[src/core_timing_pkg.sv]
package core_timing_pkg;
	// Datapath and memory sizes.
	localparam int PC_W        = 12;
	localparam int DATA_W      = 8;
	localparam int WORD_W      = 16;
	localparam int DM_ADDR_W   = 5;
	localparam int DM_WORDS    = 32;
	localparam int STACK_DEPTH = 4;
	localparam int SP_W        = 2;

	// One instruction cycle is this many system clocks; the last phase executes.
	localparam int         CLOCKS_PER_CYCLE = 4;
	localparam logic [1:0] LAST_PHASE       = 2'(CLOCKS_PER_CYCLE - 1);

	// Frequency choices of the fast internal RC oscillator, in MHz.
	localparam int OSC_LOW_MHZ  = 4;
	localparam int OSC_HIGH_MHZ = 8;

	// Special data memory locations.
	localparam logic [4:0] DM_PC_LOW    = 5'h00;
	localparam logic [4:0] DM_TABLE_PTR = 5'h01;
	// Page of program memory that holds constant tables.
	localparam logic [3:0] TABLE_PAGE   = 4'hf;

	// Reset values.
	localparam logic [11:0] PC_RESET  = 12'h000;
	localparam logic [7:0]  ACC_RESET = 8'h00;

	// Instruction word fields.
	localparam int OP_HI    = 15;
	localparam int OP_LO    = 12;
	localparam int SUB_HI   = 11;
	localparam int SUB_LO   = 9;
	localparam int BIT_HI   = 8;
	localparam int BIT_LO   = 6;
	localparam int DEST_POS = 5;
	localparam int IMM_SUB_HI = 10;
	localparam int IMM_SUB_LO = 8;

	// Major opcodes.
	localparam logic [3:0] OP_SYS   = 4'h0;
	localparam logic [3:0] OP_ALU_M = 4'h1;
	localparam logic [3:0] OP_ALU_I = 4'h2;
	localparam logic [3:0] OP_UNARY = 4'h3;
	localparam logic [3:0] OP_BSET  = 4'h4;
	localparam logic [3:0] OP_BCLR  = 4'h5;
	localparam logic [3:0] OP_BSZ   = 4'h6;
	localparam logic [3:0] OP_BSNZ  = 4'h7;
	localparam logic [3:0] OP_SKIP  = 4'h8;
	localparam logic [3:0] OP_CALL  = 4'h9;
	localparam logic [3:0] OP_JUMP  = 4'ha;

	// System sub-operations.
	localparam logic [2:0] SYS_NOP   = 3'h0;
	localparam logic [2:0] SYS_RET   = 3'h1;
	localparam logic [2:0] SYS_INTERRUPT_RETURN  = 3'h2;
	localparam logic [2:0] SYS_HALT  = 3'h3;
	localparam logic [2:0] SYS_TABRD = 3'h4;

	// Two-operand ALU sub-operations.
	localparam logic [2:0] ALU_ADD = 3'h0;
	localparam logic [2:0] ALU_ADC = 3'h1;
	localparam logic [2:0] ALU_SUB = 3'h2;
	localparam logic [2:0] ALU_SBC = 3'h3;
	localparam logic [2:0] ALU_AND = 3'h4;
	localparam logic [2:0] ALU_OR  = 3'h5;
	localparam logic [2:0] ALU_XOR = 3'h6;
	localparam logic [2:0] ALU_MOV = 3'h7;

	// Single-operand sub-operations.
	localparam logic [2:0] UN_INC  = 3'h0;
	localparam logic [2:0] UN_DEC  = 3'h1;
	localparam logic [2:0] UN_CPL  = 3'h2;
	localparam logic [2:0] UN_RR   = 3'h3;
	localparam logic [2:0] UN_RL   = 3'h4;
	localparam logic [2:0] UN_RRC  = 3'h5;
	localparam logic [2:0] UN_RLC  = 3'h6;
	localparam logic [2:0] UN_STA  = 3'h7;

	// Byte skip sub-operations.
	localparam logic [2:0] SK_ZERO = 3'h0;
	localparam logic [2:0] SK_INC  = 3'h1;
	localparam logic [2:0] SK_DEC  = 3'h2;
endpackage

[src/mcu_instruction_timing_core.sv]
`timescale 1ns/1ps

////////////////////////////////////////////////////////////////////////////////
// Notes on behaviour
// RULE_01: RC oscillator is 4 or 8 MHz.
// RULE_02: Configuration strap is frozen once taken.
// RULE_03: Instruction cycle equals four system clocks.
// RULE_04: Ordinary instructions finish in one cycle.
// RULE_05: Jump, call, returns, table read take two.
// RULE_06: Writing program counter low byte jumps, costs extra.
// RULE_07: Taken skip costs one extra cycle.
// RULE_08: Carry on sum over 255, borrow below 0.
// RULE_09: Increment/decrement by one, to operand or accumulator.
// RULE_10: Logical results set zero flag when zero.
// RULE_11: Rotates by one, with or without carry.
// RULE_12: Call saves return address after the call.
// RULE_13: Jump loads target, saves nothing.
// RULE_14: Conditional skips test byte or bit.
// RULE_15: Bit set/clear touches only chosen bit.
// RULE_16: Table read fetches program memory constants.
// RULE_17: Moves between registers, accumulator, and immediates.
// RULE_18: Power-down instruction enters halted state.
// RULE_19: Interrupt return sets global enable; plain return doesn't.
// RULE_20: Second cycle discards prefetched word, refetches.
module mcu_instruction_timing_core (
	// Clock and reset.
	input  wire logic        clock,
	input  wire logic        rst_n,
	// Configuration strap and wake request.
	input  wire logic        osc_high_select,
	input  wire logic        wake,
	// Program memory port.
	output logic [11:0]      pm_addr,
	input  wire logic [15:0] pm_rdata,
	// Visible core state.
	output logic [7:0]       acc,
	output logic             carry,
	output logic             zero,
	output logic             global_interrupt_enable,
	output logic             halted,
	output logic             osc_high,
	output logic [7:0]       table_high,
	output logic             retired
);

	////////////////////////////////////////////////////////////////////////////////
	// Whole core state in one record.
	typedef struct packed {
		logic [1:0]                                                   phase;      // Clock within cycle.
		logic [core_timing_pkg::PC_W-1:0]                             pc;         // Next fetch address.
		logic [core_timing_pkg::WORD_W-1:0]                           ir;         // Word to execute.
		logic                                                         ir_valid;   // Word is live.
		logic                                                         second;     // In second cycle.
		logic                                                         tbl_pend;   // Table fetch pending.
		logic [core_timing_pkg::DM_ADDR_W-1:0]                        tbl_dst;    // Table low byte target.
		logic [7:0]                                                   tblh;       // Table high byte.
		logic [7:0]                                                   acc;        // Accumulator.
		logic                                                         carry;      // Carry or borrow.
		logic                                                         zero;       // Zero flag.
		logic                                                         gie;        // Global enable.
		logic                                                         halted;     // Powered down.
		logic [core_timing_pkg::STACK_DEPTH-1:0][core_timing_pkg::PC_W-1:0] stack; // Return stack.
		logic [core_timing_pkg::SP_W-1:0]                             sp;         // Stack pointer.
		logic [core_timing_pkg::DM_WORDS-1:0][7:0]                    mem;        // Data memory.
		logic [core_timing_pkg::PC_W-1:0]                             pm_addr;    // Address driven out.
		logic                                                         retired;    // Retire pulse.
		logic                                                         osc_high;   // Frozen strap.
		logic                                                         cfg_taken;  // Strap captured.
	} core_state_type;

	core_state_type state_r;   // Registered state.
	core_state_type state_nxt; // Next state.

	////////////////////////////////////////////////////////////////////////////////
	// Two-operand ALU; bit 8 is carry for sums and borrow for differences.
	function automatic logic [8:0] alu_calc(input logic [2:0] op, input logic [7:0] a, input logic [7:0] b,
		input logic cin);
		logic [8:0] r;
		r = 9'h000;
		case (op)
			core_timing_pkg::ALU_ADD: r = {1'b0, a} + {1'b0, b};
			core_timing_pkg::ALU_ADC: r = {1'b0, a} + {1'b0, b} + {8'h00, cin};
			core_timing_pkg::ALU_SUB: r = {1'b0, a} - {1'b0, b};
			core_timing_pkg::ALU_SBC: r = {1'b0, a} - {1'b0, b} - {8'h00, cin};
			core_timing_pkg::ALU_AND: r = {1'b0, a & b};
			core_timing_pkg::ALU_OR:  r = {1'b0, a | b};
			core_timing_pkg::ALU_XOR: r = {1'b0, a ^ b};
			default:                  r = {1'b0, b};
		endcase
		return r;
	endfunction

	////////////////////////////////////////////////////////////////////////////////
	// Next-state logic; instructions execute on the last phase of each cycle.
	always_comb begin
		logic [15:0] w;
		logic [2:0]  sub;
		logic [4:0]  ma;
		logic [7:0]  md;
		logic [8:0]  ar;
		logic [7:0]  res;
		logic        to_mem;
		logic        wr_en;
		logic [4:0]  wr_addr;
		logic [7:0]  wr_data;
		logic        flush;
		logic [11:0] target;
		logic [11:0] here;
		logic [3:0]  op;
		logic [2:0]  isub;
		logic [2:0]  bi;
		// Fields of the word in hand, decoded once.
		w         = state_r.ir;
		op        = w[core_timing_pkg::OP_HI:core_timing_pkg::OP_LO];
		isub      = w[core_timing_pkg::IMM_SUB_HI:core_timing_pkg::IMM_SUB_LO];
		bi        = w[core_timing_pkg::BIT_HI:core_timing_pkg::BIT_LO];
		sub       = w[core_timing_pkg::SUB_HI:core_timing_pkg::SUB_LO];
		ma        = w[core_timing_pkg::DM_ADDR_W-1:0];
		to_mem    = w[core_timing_pkg::DEST_POS];
		here      = state_r.pc - 12'h001;
		md        = (ma == core_timing_pkg::DM_PC_LOW) ? here[7:0] : state_r.mem[ma];
		ar        = 9'h000;
		res       = 8'h00;
		wr_en     = 1'b0;
		wr_addr   = ma;
		wr_data   = 8'h00;
		flush     = 1'b0;
		target    = state_r.pc;
		state_nxt = state_r;
		state_nxt.retired = 1'b0;
		state_nxt.phase   = state_r.phase + 2'h1; // RULE_03
		// The strap is taken once after reset and never written again.
		if (!state_r.cfg_taken) begin
			state_nxt.osc_high  = osc_high_select; // RULE_01
			state_nxt.cfg_taken = 1'b1;            // RULE_02
		end
		if (state_r.phase == core_timing_pkg::LAST_PHASE) begin // RULE_03
			if (state_r.halted) begin
				// Powered down: nothing executes until a wake request.
				if (wake) begin
					state_nxt.halted = 1'b0;
				end
			end else if (state_r.tbl_pend) begin
				// Second cycle of a table read: the constant arrives now.
				state_nxt.mem[state_r.tbl_dst] = pm_rdata[7:0];  // RULE_16
				state_nxt.tblh     = pm_rdata[15:8];             // RULE_16
				state_nxt.tbl_pend = 1'b0;
				state_nxt.retired  = 1'b1;                       // RULE_05
			end else begin
				// Default flow: take the prefetched word and move on.
				state_nxt.ir       = pm_rdata;
				state_nxt.ir_valid = 1'b1;
				state_nxt.pc       = state_r.pc + 12'h001;
				state_nxt.second   = 1'b0;
				state_nxt.retired  = state_r.ir_valid | state_r.second; // RULE_04
				if (state_r.ir_valid) begin
					case (op)
						core_timing_pkg::OP_SYS: begin
							case (sub)
								core_timing_pkg::SYS_RET: begin
									// Plain return leaves the global enable alone.
									state_nxt.sp = state_r.sp - 2'h1;
									target       = state_r.stack[state_r.sp - 2'h1]; // RULE_12
									flush        = 1'b1;                             // RULE_05
								end
								core_timing_pkg::SYS_INTERRUPT_RETURN: begin
									state_nxt.sp  = state_r.sp - 2'h1;
									target        = state_r.stack[state_r.sp - 2'h1];
									state_nxt.gie = 1'b1; // RULE_19
									flush         = 1'b1; // RULE_05
								end
								core_timing_pkg::SYS_HALT: begin
									state_nxt.halted = 1'b1; // RULE_18
								end
								core_timing_pkg::SYS_TABRD: begin
									// Next cycle drives the table address instead of a fetch.
									state_nxt.tbl_pend = 1'b1; // RULE_05
									state_nxt.tbl_dst  = ma;
									state_nxt.retired  = 1'b0;
								end
								default: begin
									// No operation.
								end
							endcase
						end
						core_timing_pkg::OP_ALU_M: begin
							ar = alu_calc(sub, state_r.acc, md, state_r.carry);
							// Arithmetic reports carry or borrow; logic only zero.
							if (sub <= core_timing_pkg::ALU_SBC) begin
								state_nxt.carry = ar[8]; // RULE_08
							end
							if (sub != core_timing_pkg::ALU_MOV) begin
								state_nxt.zero = (ar[7:0] == 8'h00); // RULE_10
							end
							if (to_mem && sub != core_timing_pkg::ALU_MOV) begin
								wr_en   = 1'b1;
								wr_data = ar[7:0];
							end else begin
								state_nxt.acc = ar[7:0]; // RULE_17
							end
						end
						core_timing_pkg::OP_ALU_I: begin
							ar = alu_calc(isub,
								state_r.acc, w[7:0], state_r.carry);
							if (isub <= core_timing_pkg::ALU_SBC) begin
								state_nxt.carry = ar[8]; // RULE_08
							end
							if (isub != core_timing_pkg::ALU_MOV) begin
								state_nxt.zero = (ar[7:0] == 8'h00); // RULE_10
							end
							state_nxt.acc = ar[7:0]; // RULE_17
						end
						core_timing_pkg::OP_UNARY: begin
							case (sub)
								core_timing_pkg::UN_INC: res = md + 8'h01; // RULE_09
								core_timing_pkg::UN_DEC: res = md - 8'h01; // RULE_09
								core_timing_pkg::UN_CPL: res = ~md;
								core_timing_pkg::UN_RR:  res = {md[0], md[7:1]}; // RULE_11
								core_timing_pkg::UN_RL:  res = {md[6:0], md[7]}; // RULE_11
								core_timing_pkg::UN_RRC: res = {state_r.carry, md[7:1]}; // RULE_11
								core_timing_pkg::UN_RLC: res = {md[6:0], state_r.carry}; // RULE_11
								default:                 res = state_r.acc;
							endcase
							// Rotates through carry move the shifted-out bit into carry.
							if (sub == core_timing_pkg::UN_RRC) begin
								state_nxt.carry = md[0]; // RULE_11
							end
							if (sub == core_timing_pkg::UN_RLC) begin
								state_nxt.carry = md[7]; // RULE_11
							end
							if (sub <= core_timing_pkg::UN_CPL) begin
								state_nxt.zero = (res == 8'h00); // RULE_10
							end
							if (to_mem || sub == core_timing_pkg::UN_STA) begin
								wr_en   = 1'b1; // RULE_17
								wr_data = res;
							end else begin
								state_nxt.acc = res; // RULE_09
							end
						end
						core_timing_pkg::OP_BSET, core_timing_pkg::OP_BCLR: begin
							// Read, change one bit, write back the whole byte.
							res = md;
							res[bi] =
								(op == core_timing_pkg::OP_BSET); // RULE_15
							wr_en   = 1'b1;
							wr_data = res;
						end
						core_timing_pkg::OP_BSZ, core_timing_pkg::OP_BSNZ: begin
							// Skip when the tested bit matches the sense of the opcode.
							if (md[bi] ==
								(op == core_timing_pkg::OP_BSNZ)) begin
								target = state_r.pc + 12'h001; // RULE_14
								flush  = 1'b1;                 // RULE_07
							end
						end
						core_timing_pkg::OP_SKIP: begin
							case (sub)
								core_timing_pkg::SK_INC: res = md + 8'h01;
								core_timing_pkg::SK_DEC: res = md - 8'h01;
								default:                 res = md;
							endcase
							// The byte result goes to the accumulator, or with the memory destination to memory for the increment and decrement forms and nowhere for the zero test.
							if (to_mem) begin
								wr_en   = (sub != core_timing_pkg::SK_ZERO);
								wr_data = res;
							end else begin
								state_nxt.acc = res;
							end
							if (res == 8'h00) begin
								target = state_r.pc + 12'h001; // RULE_14
								flush  = 1'b1;                 // RULE_07
							end
						end
						core_timing_pkg::OP_CALL: begin
							state_nxt.stack[state_r.sp] = state_r.pc; // RULE_12
							state_nxt.sp = state_r.sp + 2'h1;
							target       = w[11:0];
							flush        = 1'b1; // RULE_05
						end
						core_timing_pkg::OP_JUMP: begin
							target = w[11:0]; // RULE_13
							flush  = 1'b1;    // RULE_05
						end
						default: begin
							// Unused opcodes act as no operation.
						end
					endcase
				end
				// A data write to the program counter low byte becomes a jump.
				if (wr_en) begin
					if (wr_addr == core_timing_pkg::DM_PC_LOW) begin
						target = {state_r.pc[11:8], wr_data}; // RULE_06
						flush  = 1'b1;                        // RULE_06
					end else begin
						state_nxt.mem[wr_addr] = wr_data;
					end
				end
				// Flow change: drop the prefetched word and fetch at the target.
				if (flush) begin
					state_nxt.pc       = target; // RULE_20
					state_nxt.ir_valid = 1'b0;   // RULE_20
					state_nxt.second   = 1'b1;
					state_nxt.retired  = 1'b0;
				end
			end
			// Address for the coming cycle: a table entry or the next fetch.
			if (state_nxt.tbl_pend) begin
				state_nxt.pm_addr = {core_timing_pkg::TABLE_PAGE,
					state_r.mem[core_timing_pkg::DM_TABLE_PTR]}; // RULE_16
			end else begin
				state_nxt.pm_addr = state_nxt.pc;
			end
		end
	end

	////////////////////////////////////////////////////////////////////////////////
	// State register with synchronous reset.
	always_ff @(posedge clock) begin
		if (!rst_n) begin
			state_r           <= '0;
			state_r.pc        <= core_timing_pkg::PC_RESET;
			state_r.pm_addr   <= core_timing_pkg::PC_RESET;
			state_r.acc       <= core_timing_pkg::ACC_RESET;
		end else begin
			state_r <= state_nxt;
		end
	end

	////////////////////////////////////////////////////////////////////////////////
	// Outputs straight from the state register.
	assign pm_addr                 = state_r.pm_addr;
	assign acc                     = state_r.acc;
	assign carry                   = state_r.carry;
	assign zero                    = state_r.zero;
	assign global_interrupt_enable = state_r.gie;
	assign halted                  = state_r.halted;
	assign osc_high                = state_r.osc_high;
	assign table_high              = state_r.tblh;
	assign retired                 = state_r.retired;

endmodule

[config.mk]
export PLATFORM = sky130hd
export DESIGN_NAME = mcu_instruction_timing_core
export DESIGN_NICKNAME = d
export VERILOG_FILES = /design/src/core_timing_pkg.sv /design/src/mcu_instruction_timing_core.sv
export SDC_FILE = /design/constraint.sdc
export NUM_CORES = 1
export LEC_CHECK = 0
export BUFFER_PORTS_ARGS = -buffer_cell sky130_fd_sc_hd__buf_2
export CAP_MARGIN = 25
export CORE_UTILIZATION = 60
export CTS_BUF_LIST = sky130_fd_sc_hd__clkbuf_2
export DETAILED_ROUTE_END_ITERATION = 6
export GPL_ROUTABILITY_DRIVEN = 1
export PLACE_DENSITY = 0.77
export SYNTH_ARGS = -nofsm -noshare
export SYNTH_HDL_FRONTEND = slang
export SYNTH_SLANG_ARGS = --single-unit
[constraint.sdc]
create_clock -name clock -period 7.4 [get_ports clock]
set_clock_uncertainty 0.2 [all_clocks]
set_input_delay 0.74 -clock clock [delete_from_list [all_inputs] [get_ports clock]]
set_output_delay 0.74 -clock clock [all_outputs]
set_load 0.02 [all_outputs]
==> results of run 1 <==
-- cells in the final DEF (no fill, tap or decap), types with 40 or more instances in the layout --
cell type  Yosys  final
buf_4         39     80
xnor2_1       41     41
a211oi_1     211    211
a31oi_1       44     43
inv_1         53     52
ha_1          67     67
nor2_1       453    450
a21oi_1      230    230
dfxtp_1      376    371
o22ai_1       41     41
mux2i_1       95     95
mux4_2        40     40
nor3_1        53     52
clkbuf_2       0    139
nand2_1      305    305
a22oi_1      222    222
buf_2         25     54
o21ai_0      117    116
nand3_1       98     98
-- flip-flops by register name, indices dropped and copies added, names as in the netlist --
| signal | flops |
|---|---|
| acc | 8 |
| halted | 1 |
| table_high | 8 |
| pm_addr | 12 |
| carry | 1 |
| global_interrupt_enable | 1 |
| osc_high | 1 |
| zero | 1 |
| retired | 1 |
| state_r | 342 |
-- through the flow --
step                      power [µW]  setup slack, ns
final                           4420            0.283
after global routing            4570           0.0582
after CTS                       4370            0.567
after detailed placement        2910            0.651
after global placement          2910            0.811
after floorplan                 2640             1.58
-- layout make-up --
| type | instances | area (µm²) |
|---|---|---|
| clock buffers | 139 | 696 |
| fillers | 3675 | 14700 |
| inverters | 59 | 229 |
| flip-flops and latches | 376 | 7540 |
| multi-input cells | 2451 | 15800 |
| well taps | 532 | 666 |
| clock inverters | 22 | 151 |
| diodes | 2 | 5.00 |
| repair buffers | 157 | 1140 |
-- report_power, final --
| group | total [µW] | switching [µW] | internal [µW] |
|---|---|---|---|
| sequential | 2050 | 22.6 | 2030 |
| clock | 1510 | 937 | 571 |
| combinational | 860 | 586 | 274 |
| total | 4420 | 1550 | 2880 |
-- worst paths after layout --
kind / from / end / slack [ns]
hold / removal: pm_rdata[9] / state_r[358] / 0.13
setup / recovery: state_r[350] / state_r[124] / 0.28
setup reg to reg: state_r[350] / state_r[124] / 0.28
hold reg to reg: state_r[377] / state_r[377] / 0.23
-- routing by layer --
metal,up-vias,track usage
met2,2045,0.704
met4,4,0.370
met1,12600,0.584
li1,11800,-
met3,538,0.110
met5,-,0.00238
-- Yosys cell counts (all sizes together) (8+ instances only) --
cell | n | area, µm²
or3 | 17 | 106
a211oi | 212 | 1600
and3 | 20 | 130
dfxtp | 376 | 7530
nor4b | 8 | 85.1
inv | 55 | 206
nor4 | 18 | 113
a22o | 8 | 70.1
o221ai | 9 | 78.8
a31oi | 44 | 275
o21a | 14 | 106
a21oi | 230 | 1150
buf | 99 | 609
mux2 | 12 | 135
o211ai | 19 | 156
nor2b | 21 | 131
nand3 | 98 | 490
o21ai | 129 | 646
nor3 | 54 | 282
clkbuf | 220 | 826
a32oi | 11 | 96.3
xnor2 | 41 | 359
a221oi | 24 | 229
mux4 | 41 | 927
xor2 | 14 | 123
o22ai | 42 | 269
a22oi | 222 | 1670
ha | 67 | 838
mux2i | 95 | 951
o21bai | 13 | 97.6
nor2 | 455 | 1710
o311ai | 25 | 219
nand4 | 15 | 100
nand2b | 9 | 56.3
nand2 | 305 | 1140
a21o | 8 | 60.1
and2 | 16 | 100
o31ai | 12 | 118
-- worst register-to-register path: stages (launching register included) --
cell and delay, ns:
dfxtp_4 0.64, buf_12 0.25, buf_4 0.29, nor2b_1 0.32, a221oi_1 0.18, or4_1 0.66, o31ai_4 0.54, ha_1 0.43
nor2b_1 0.18, o21a_1 0.20, o21ai_0 0.39, nand2_1 0.10, nor3_1 0.22, xnor2_1 0.12, o221ai_1 0.37, a22oi_1 0.19
o221ai_1 0.14, and2b_1 0.84, buf_4 0.34, a22oi_1 0.11, a211oi_1 0.26
-- repair_timing --
| item | CTS | global route |
|---|---|---|
| hold endpoints to repair | 35 | 0 |
| resized for setup | 0 | 0 |
| setup endpoints to repair | 0 | 0 |
| hold buffers | 19 | 0 |
-- cell families (layout without fill, tap and decap cells) --
family,count (synthesis),after routing,share of synthesized area
xor+xnor,55,55,0.0193
simple gates,1089,1089,0.196
buf+inv,378,377,0.0663
flops,376,376,0.301
other cells,0,2,0
fa+ha+maj,71,71,0.0368
mux,148,148,0.0806
compound gates,1088,1088,0.300
==> impl_results.md, run 1 <==
- IO Count: 54
- CP required: about 8 ns
- Placed Cells incl. Taps: between 3,000 and 4,000
- Pwr/cell area: between 150 and 200 nW/µm²
- Setup_tns: 0 ns
- Post-synthesis register bit count: 376
- Failing checks: design-rule violations
- H-tree levels: 3
- Arrival time at the worst endpoint: around 7.9 ns
- DR top layer: met5
- Synth Area per Inst: 7.80 µm²
- Worst vdd ir: around 0.17 mV
- DRT iter0 DRCs: 3,943
- Syn. warnings: 0
- Post-DP Area: around 25,000 µm²
- Chip Width: 206 µm
- CTS buffer count: between 90 and 100
- Num Clock Sinks: roughly 380
- Gr ovfl total: 0
- Insertion delay to the later sink of the worst-skew pair: about 1.2 ns
- Layout cell share with drive strength beyond 1: 0.122
- CP Launch Type: flip-flop
- Vias in the first global route: roughly 25,000
- Slew Limit Fails: 0
- Non-Filler Instances: between 3,000 and 4,000
- Longest Clk Path Bufs: 3
- Final min period: 7.12 ns
- Critical-path top delay cell: and2b_1
- Max Freq: 0.141 GHz
- Die height: 206 µm
- Mapped Cells: ~3,200
- DR pass1 iterations: 7
- CP max FO: 22
- Post-layout instance area: between 20,000 and 30,000 µm²
- Initial core utilization: 0.611
- Routability cong.: roughly 1.1
- Top delay family on crit path: compound AO/OA/AOI/OAI gates
- # nets final: roughly 3,200
- Via count: 27,000
- Met1 Routed Length: between 30 and 40 mm
- Wire length on met3: roughly 12 mm
- Post-route DRC: 1
- Leak: around 0.0083 µW
- CTS tree: built
- Hold Fails Final Rpt: 0
- Mapped Nets: 3,296
- Worst slew margin: 0.242
- CTS clock-pin slew for the worst setup and hold paths: ~0.12 ns
- Core Util, Final: 0.642
- Number of cells on the critical path: 20
- Least-Margin Pin Slew: 1.11 ns
- RSZ-0062 raised after global routing: no
- Initial antenna violation count: 4
- I/O Buffers: 53
- Status: finished, violations left
- Worst hold margin: between 0.1 and 0.15 ns
- Std cell rows: 74
- Post-synth EDFFs: 0
- Final WL: a little over 100 mm
- Post-synthesis sequential area ratio: 0.301
- Routed vias/inst: between 7 and 8
- First-pass GRT wire length: ~150 mm
- Met2 wire length: about 43 mm
- CP Cell Sequence: buf_12, buf_4, nor2b_1, a221oi_1, or4_1, o31ai_4, ha_1, nor2b_1, o21a_1, o21ai_0, nand2_1, nor3_1, xnor2_1, o221ai_1, a22oi_1, o221ai_1, and2b_1, buf_4, a22oi_1, a211oi_1
- Number of max-cap violations: 0
- Post-CTS Setup Bufs: 0
- Largest net degree at the start of global routing: between 100 and 150
- R2R cell count: 20
- Crit share post-route: 0.962
- Min-Delay Path Class: in2reg
- ANT nets after route: 0
- Dominant synthesized flop cell: dfxtp_1
- DP Wirelength: 67.6 mm
- Setup Viol. Count Final: 0
- CP Buf/Inv Count: 3
- Hold path depth: 4
- Core Box Area: between 40,000 and 50,000 µm²
- Crit. End Element: flip-flop
- Fraction of registers with async set/reset: 0
- Largest stage delay, worst path: around 0.84 ns
- Setup CP Type: reg2reg
- Drt wl/cell: ~27 µm
- CTS root buf: clkbuf_2
- Synth Cell Area: between 20,000 and 25,000 µm²
- GRT Overall Usage: 0.472
- Die Area: about 42,000 µm²
- Area delta synth->final: 5.13%
- Synth cell types: between 100 and 150
No activity file was read; power rests on OpenSTA's default activity.
==> run 2, diff against run 1 <==
SETUP_SLACK_MARGIN = 0.3   (was unset)
==> impl_results.md, run 2 (same netlist as run 1, synthesis figures left out) <==
- Chip Width: 206 µm (unchanged)
- HP Start: pm_rdata[9] (unchanged)
- Post-DP Area: 25,200 µm² (unchanged)
- Final WL: 101 mm (about the same)
- Routed vias/inst: 7.27 (was 7.23)
- Gr ovfl total: 0 (unchanged)
- R2R cell count: 20 (unchanged)
- Post-route DRC: 4 (was 1)
- Commonest cells after routing, fill and taps aside: nor2_1 (450), dfxtp_1 (371), nand2_1 (305) (unchanged)
- Hold path depth: 4 (unchanged)
- Vias in the first global route: 25,200 (unchanged)
- Top Registers: state_r x342, pm_addr x12 (unchanged)
- Hold Fails Final Rpt: 0 (unchanged)
- GRT Overall Usage: 0.472 (unchanged)
- Crit path launch: state_r[350] (unchanged)
- Area delta synth->final: 5.14% (was 5.13%)
- Setup CP Type: reg2reg (unchanged)
- CTS tree: built (unchanged)
- Number of cells on the critical path: 20 (unchanged)
- Drt wl/cell: 27.2 µm (was 27.1 µm)
- DR pass1 iterations: 7 (unchanged)
- Std cell rows: 74 (unchanged)
- ANT nets after route: 0 (unchanged)
- Setup Viol. Count Final: 0 (unchanged)
- Combinational share of power: 0.195 (about the same)
- Least-Margin Pin Slew: 1.14 ns (was 1.11 ns)
- # nets final: 3,234 (unchanged)
- Pwr/cell area: 168 nW/µm² (about the same)
- Critical-path top delay cell: or4_1 (was and2b_1)
- Initial core utilization: 0.611 (unchanged)
- Die height: 206 µm (unchanged)
- CTS clock-pin slew for the worst setup and hold paths: 0.12 ns (about the same)
- Clock power share: 0.341 (about the same)
- Post-layout instance area: 26,300 µm² (about the same)
- Worst path most repeated cell: o21ai_0
- H-tree levels: 3 (unchanged)
- IO Count: 54 (unchanged)
- Leak: 0.00828 µW (was 0.00827 µW)
- CP required: 8.17 ns (was 8.20 ns)
- Core Box Area: 40,900 µm² (unchanged)
- Top reg by flops: state_r (unchanged)
- Net Sw Power: 1550 µW (about the same)
- Crit. End Element: flip-flop (unchanged)
- Top delay family on crit path: compound AO/OA/AOI/OAI gates (unchanged)
- Most common library cell in the layout ignoring fill and taps: nor2_1 (unchanged)
- Worst vdd ir: 0.168 mV (was 0.167 mV)
- Final min period: 6.88 ns (was 7.12 ns)
- Slew Limit Fails: 0 (unchanged)
- Worst slew margin: 0.220 (was 0.242)
- R2r startpoint: state_r[350] (unchanged)
- Failing checks: design-rule violations (unchanged)
- CTS root buf: clkbuf_2 (unchanged)
- Flop pwr share: 0.465 (about the same)
- First-pass GRT wire length: 152 mm (unchanged)
- Num Clock Sinks: 376 (unchanged)
- Number of max-cap violations: 0 (unchanged)
- CP Launch Type: flip-flop (unchanged)
- Max Freq: 0.145 GHz (was 0.141 GHz)
- DRT iter0 DRCs: 3,898 (was 3,943)
- Initial antenna violation count: 4 (unchanged)
- Routability cong.: 1.08 (unchanged)
- RSZ-0062 raised after global routing: no (unchanged)
- Layout filler cell count: 3,675 (unchanged)
- CP max FO: 22 (unchanged)
- CP Buf/Inv Count: 2 (was 3)
- CTS buffer count: 98 (unchanged)
- Setup_tns: 0 ns (unchanged)
- Pint: 2880 µW (about the same)
- CP Cell Sequence: buf_12, buf_4, nor2b_1, a221oi_1, or4_1, o31ai_4, ha_1, a21o_1, or3_1, and4_1, nand2_1, a31oi_1, o32ai_1, o21ai_0, a221o_1, a21oi_1, or2_4, o311ai_0, o21ai_0, nor2_1 (was buf_12, buf_4, nor2b_1, a221oi_1, or4_1, o31ai_4, ha_1, nor2b_1, o21a_1, o21ai_0, nand2_1, nor3_1, xnor2_1, o221ai_1, a22oi_1, o221ai_1, and2b_1, buf_4, a22oi_1, a211oi_1)
- Die Area: 42,500 µm² (unchanged)
- Status: finished, violations left (unchanged)
- Arrival time at the worst endpoint: 7.65 ns (was 7.91 ns)
- Largest net degree at the start of global routing: 135 (unchanged)
- Largest stage delay, worst path: 0.66 ns (was 0.84 ns)
- Largest register FFs: 342 (unchanged)
- Via count: 27,200 (was 27,000)
- Insertion delay to the later sink of the worst-skew pair: 1.23 ns (was 1.24 ns)
- Layout cell share with drive strength beyond 1: 0.122 (about the same)
- Min-Delay Path Class: in2reg (unchanged)
- DP Wirelength: 67.6 mm (unchanged)
- Switch share: 0.350 (about the same)
- Crit share post-route: 0.930 (was 0.962)
- I/O Buffers: 53 (unchanged)
- Longest Clk Path Bufs: 3 (unchanged)
run 2: stage by stage:
| step | util | setup WS (ns) | hold slack (ns) | instances | total power, µW |
|---|---|---|---|---|---|
| finish | 0.642 | 0.519 | 0.142 | 3737 | 4420 |
| global route | 0.642 | 0.388 | 0.140 | 3737 | 4570 |
| CTS | 0.641 | 0.567 | 0.0395 | 3733 | 4370 |
| detailed placement | 0.615 | 0.651 | 0.218 | 3553 | 2910 |
| global placement | 0.615 | 0.811 | 0.207 | 3553 | 2910 |
| floorplan | - | 1.58 | 0.199 | 3205 | 2640 |
run 2: path summary, 6_finish.rpt:
| check | endpoint | slack [ns] |
|---|---|---|
| worst max-delay path | state_r[227] | 0.52 |
| worst max register to register | state_r[227] | 0.52 |
| worst min-delay path | state_r[358] | 0.14 |
| worst min register to register | state_r[377] | 0.23 |
run 2: repair_timing:
item                       CTS  global route
setup endpoints to repair    0            28
hold endpoints to repair    35             0
hold buffers                19             0
setup buffers                0             0
gates resized for setup      0             2
run 2: cell type report:
| cell class | instances | area, µm² | share of cell area |
|---|---|---|---|
| flip-flops and latches | 376 | 7540 | 0.287 |
| clock buffers | 139 | 696 | 0.0265 |
| inverters | 59 | 229 | 0.00872 |
| repair buffers | 157 | 1140 | 0.0435 |
| multi-input cells | 2451 | 15800 | 0.603 |
| clock inverters | 22 | 151 | 0.00576 |
| diodes | 1 | 2.50 | 0.0000953 |
| well taps | 532 | 666 | 0.0253 |
run 2: metal layers:
metal  global-route usage  share of wire  wire length, µm
met2                0.704           0.43            43300
met1                0.584           0.36            36700
met3                0.110           0.12            12600
met5              0.00238        0.00025               25
met4                0.370          0.087             8790
run 2: worst reg2reg max path, cell delays in order (launching register included):
cell and delay [ns]:
dfxtp_4 0.65, buf_12 0.26, buf_4 0.29, nor2b_1 0.32, a221oi_1 0.17, or4_1 0.66, o31ai_4 0.54, ha_1 0.43
a21o_1 0.23, or3_1 0.35, and4_1 0.24, nand2_1 0.07, a31oi_1 0.10, o32ai_1 0.41, o21ai_0 0.28, a221o_1 0.37
a21oi_1 0.31, or2_4 0.42, o311ai_0 0.21, o21ai_0 0.15, nor2_1 0.06
run 2: power by group through the flow:
stage          Clock, µW  Sequential [µW]  Combinational (µW)
2_1_floorplan          0             2080                 554
3_3_place_gp           0             2100                 808
3_5_place_dp           0             2100                 808
4_1_cts             1500             2050                 819
5_1_grt             1610             2060                 898
6_report            1510             2050                 861
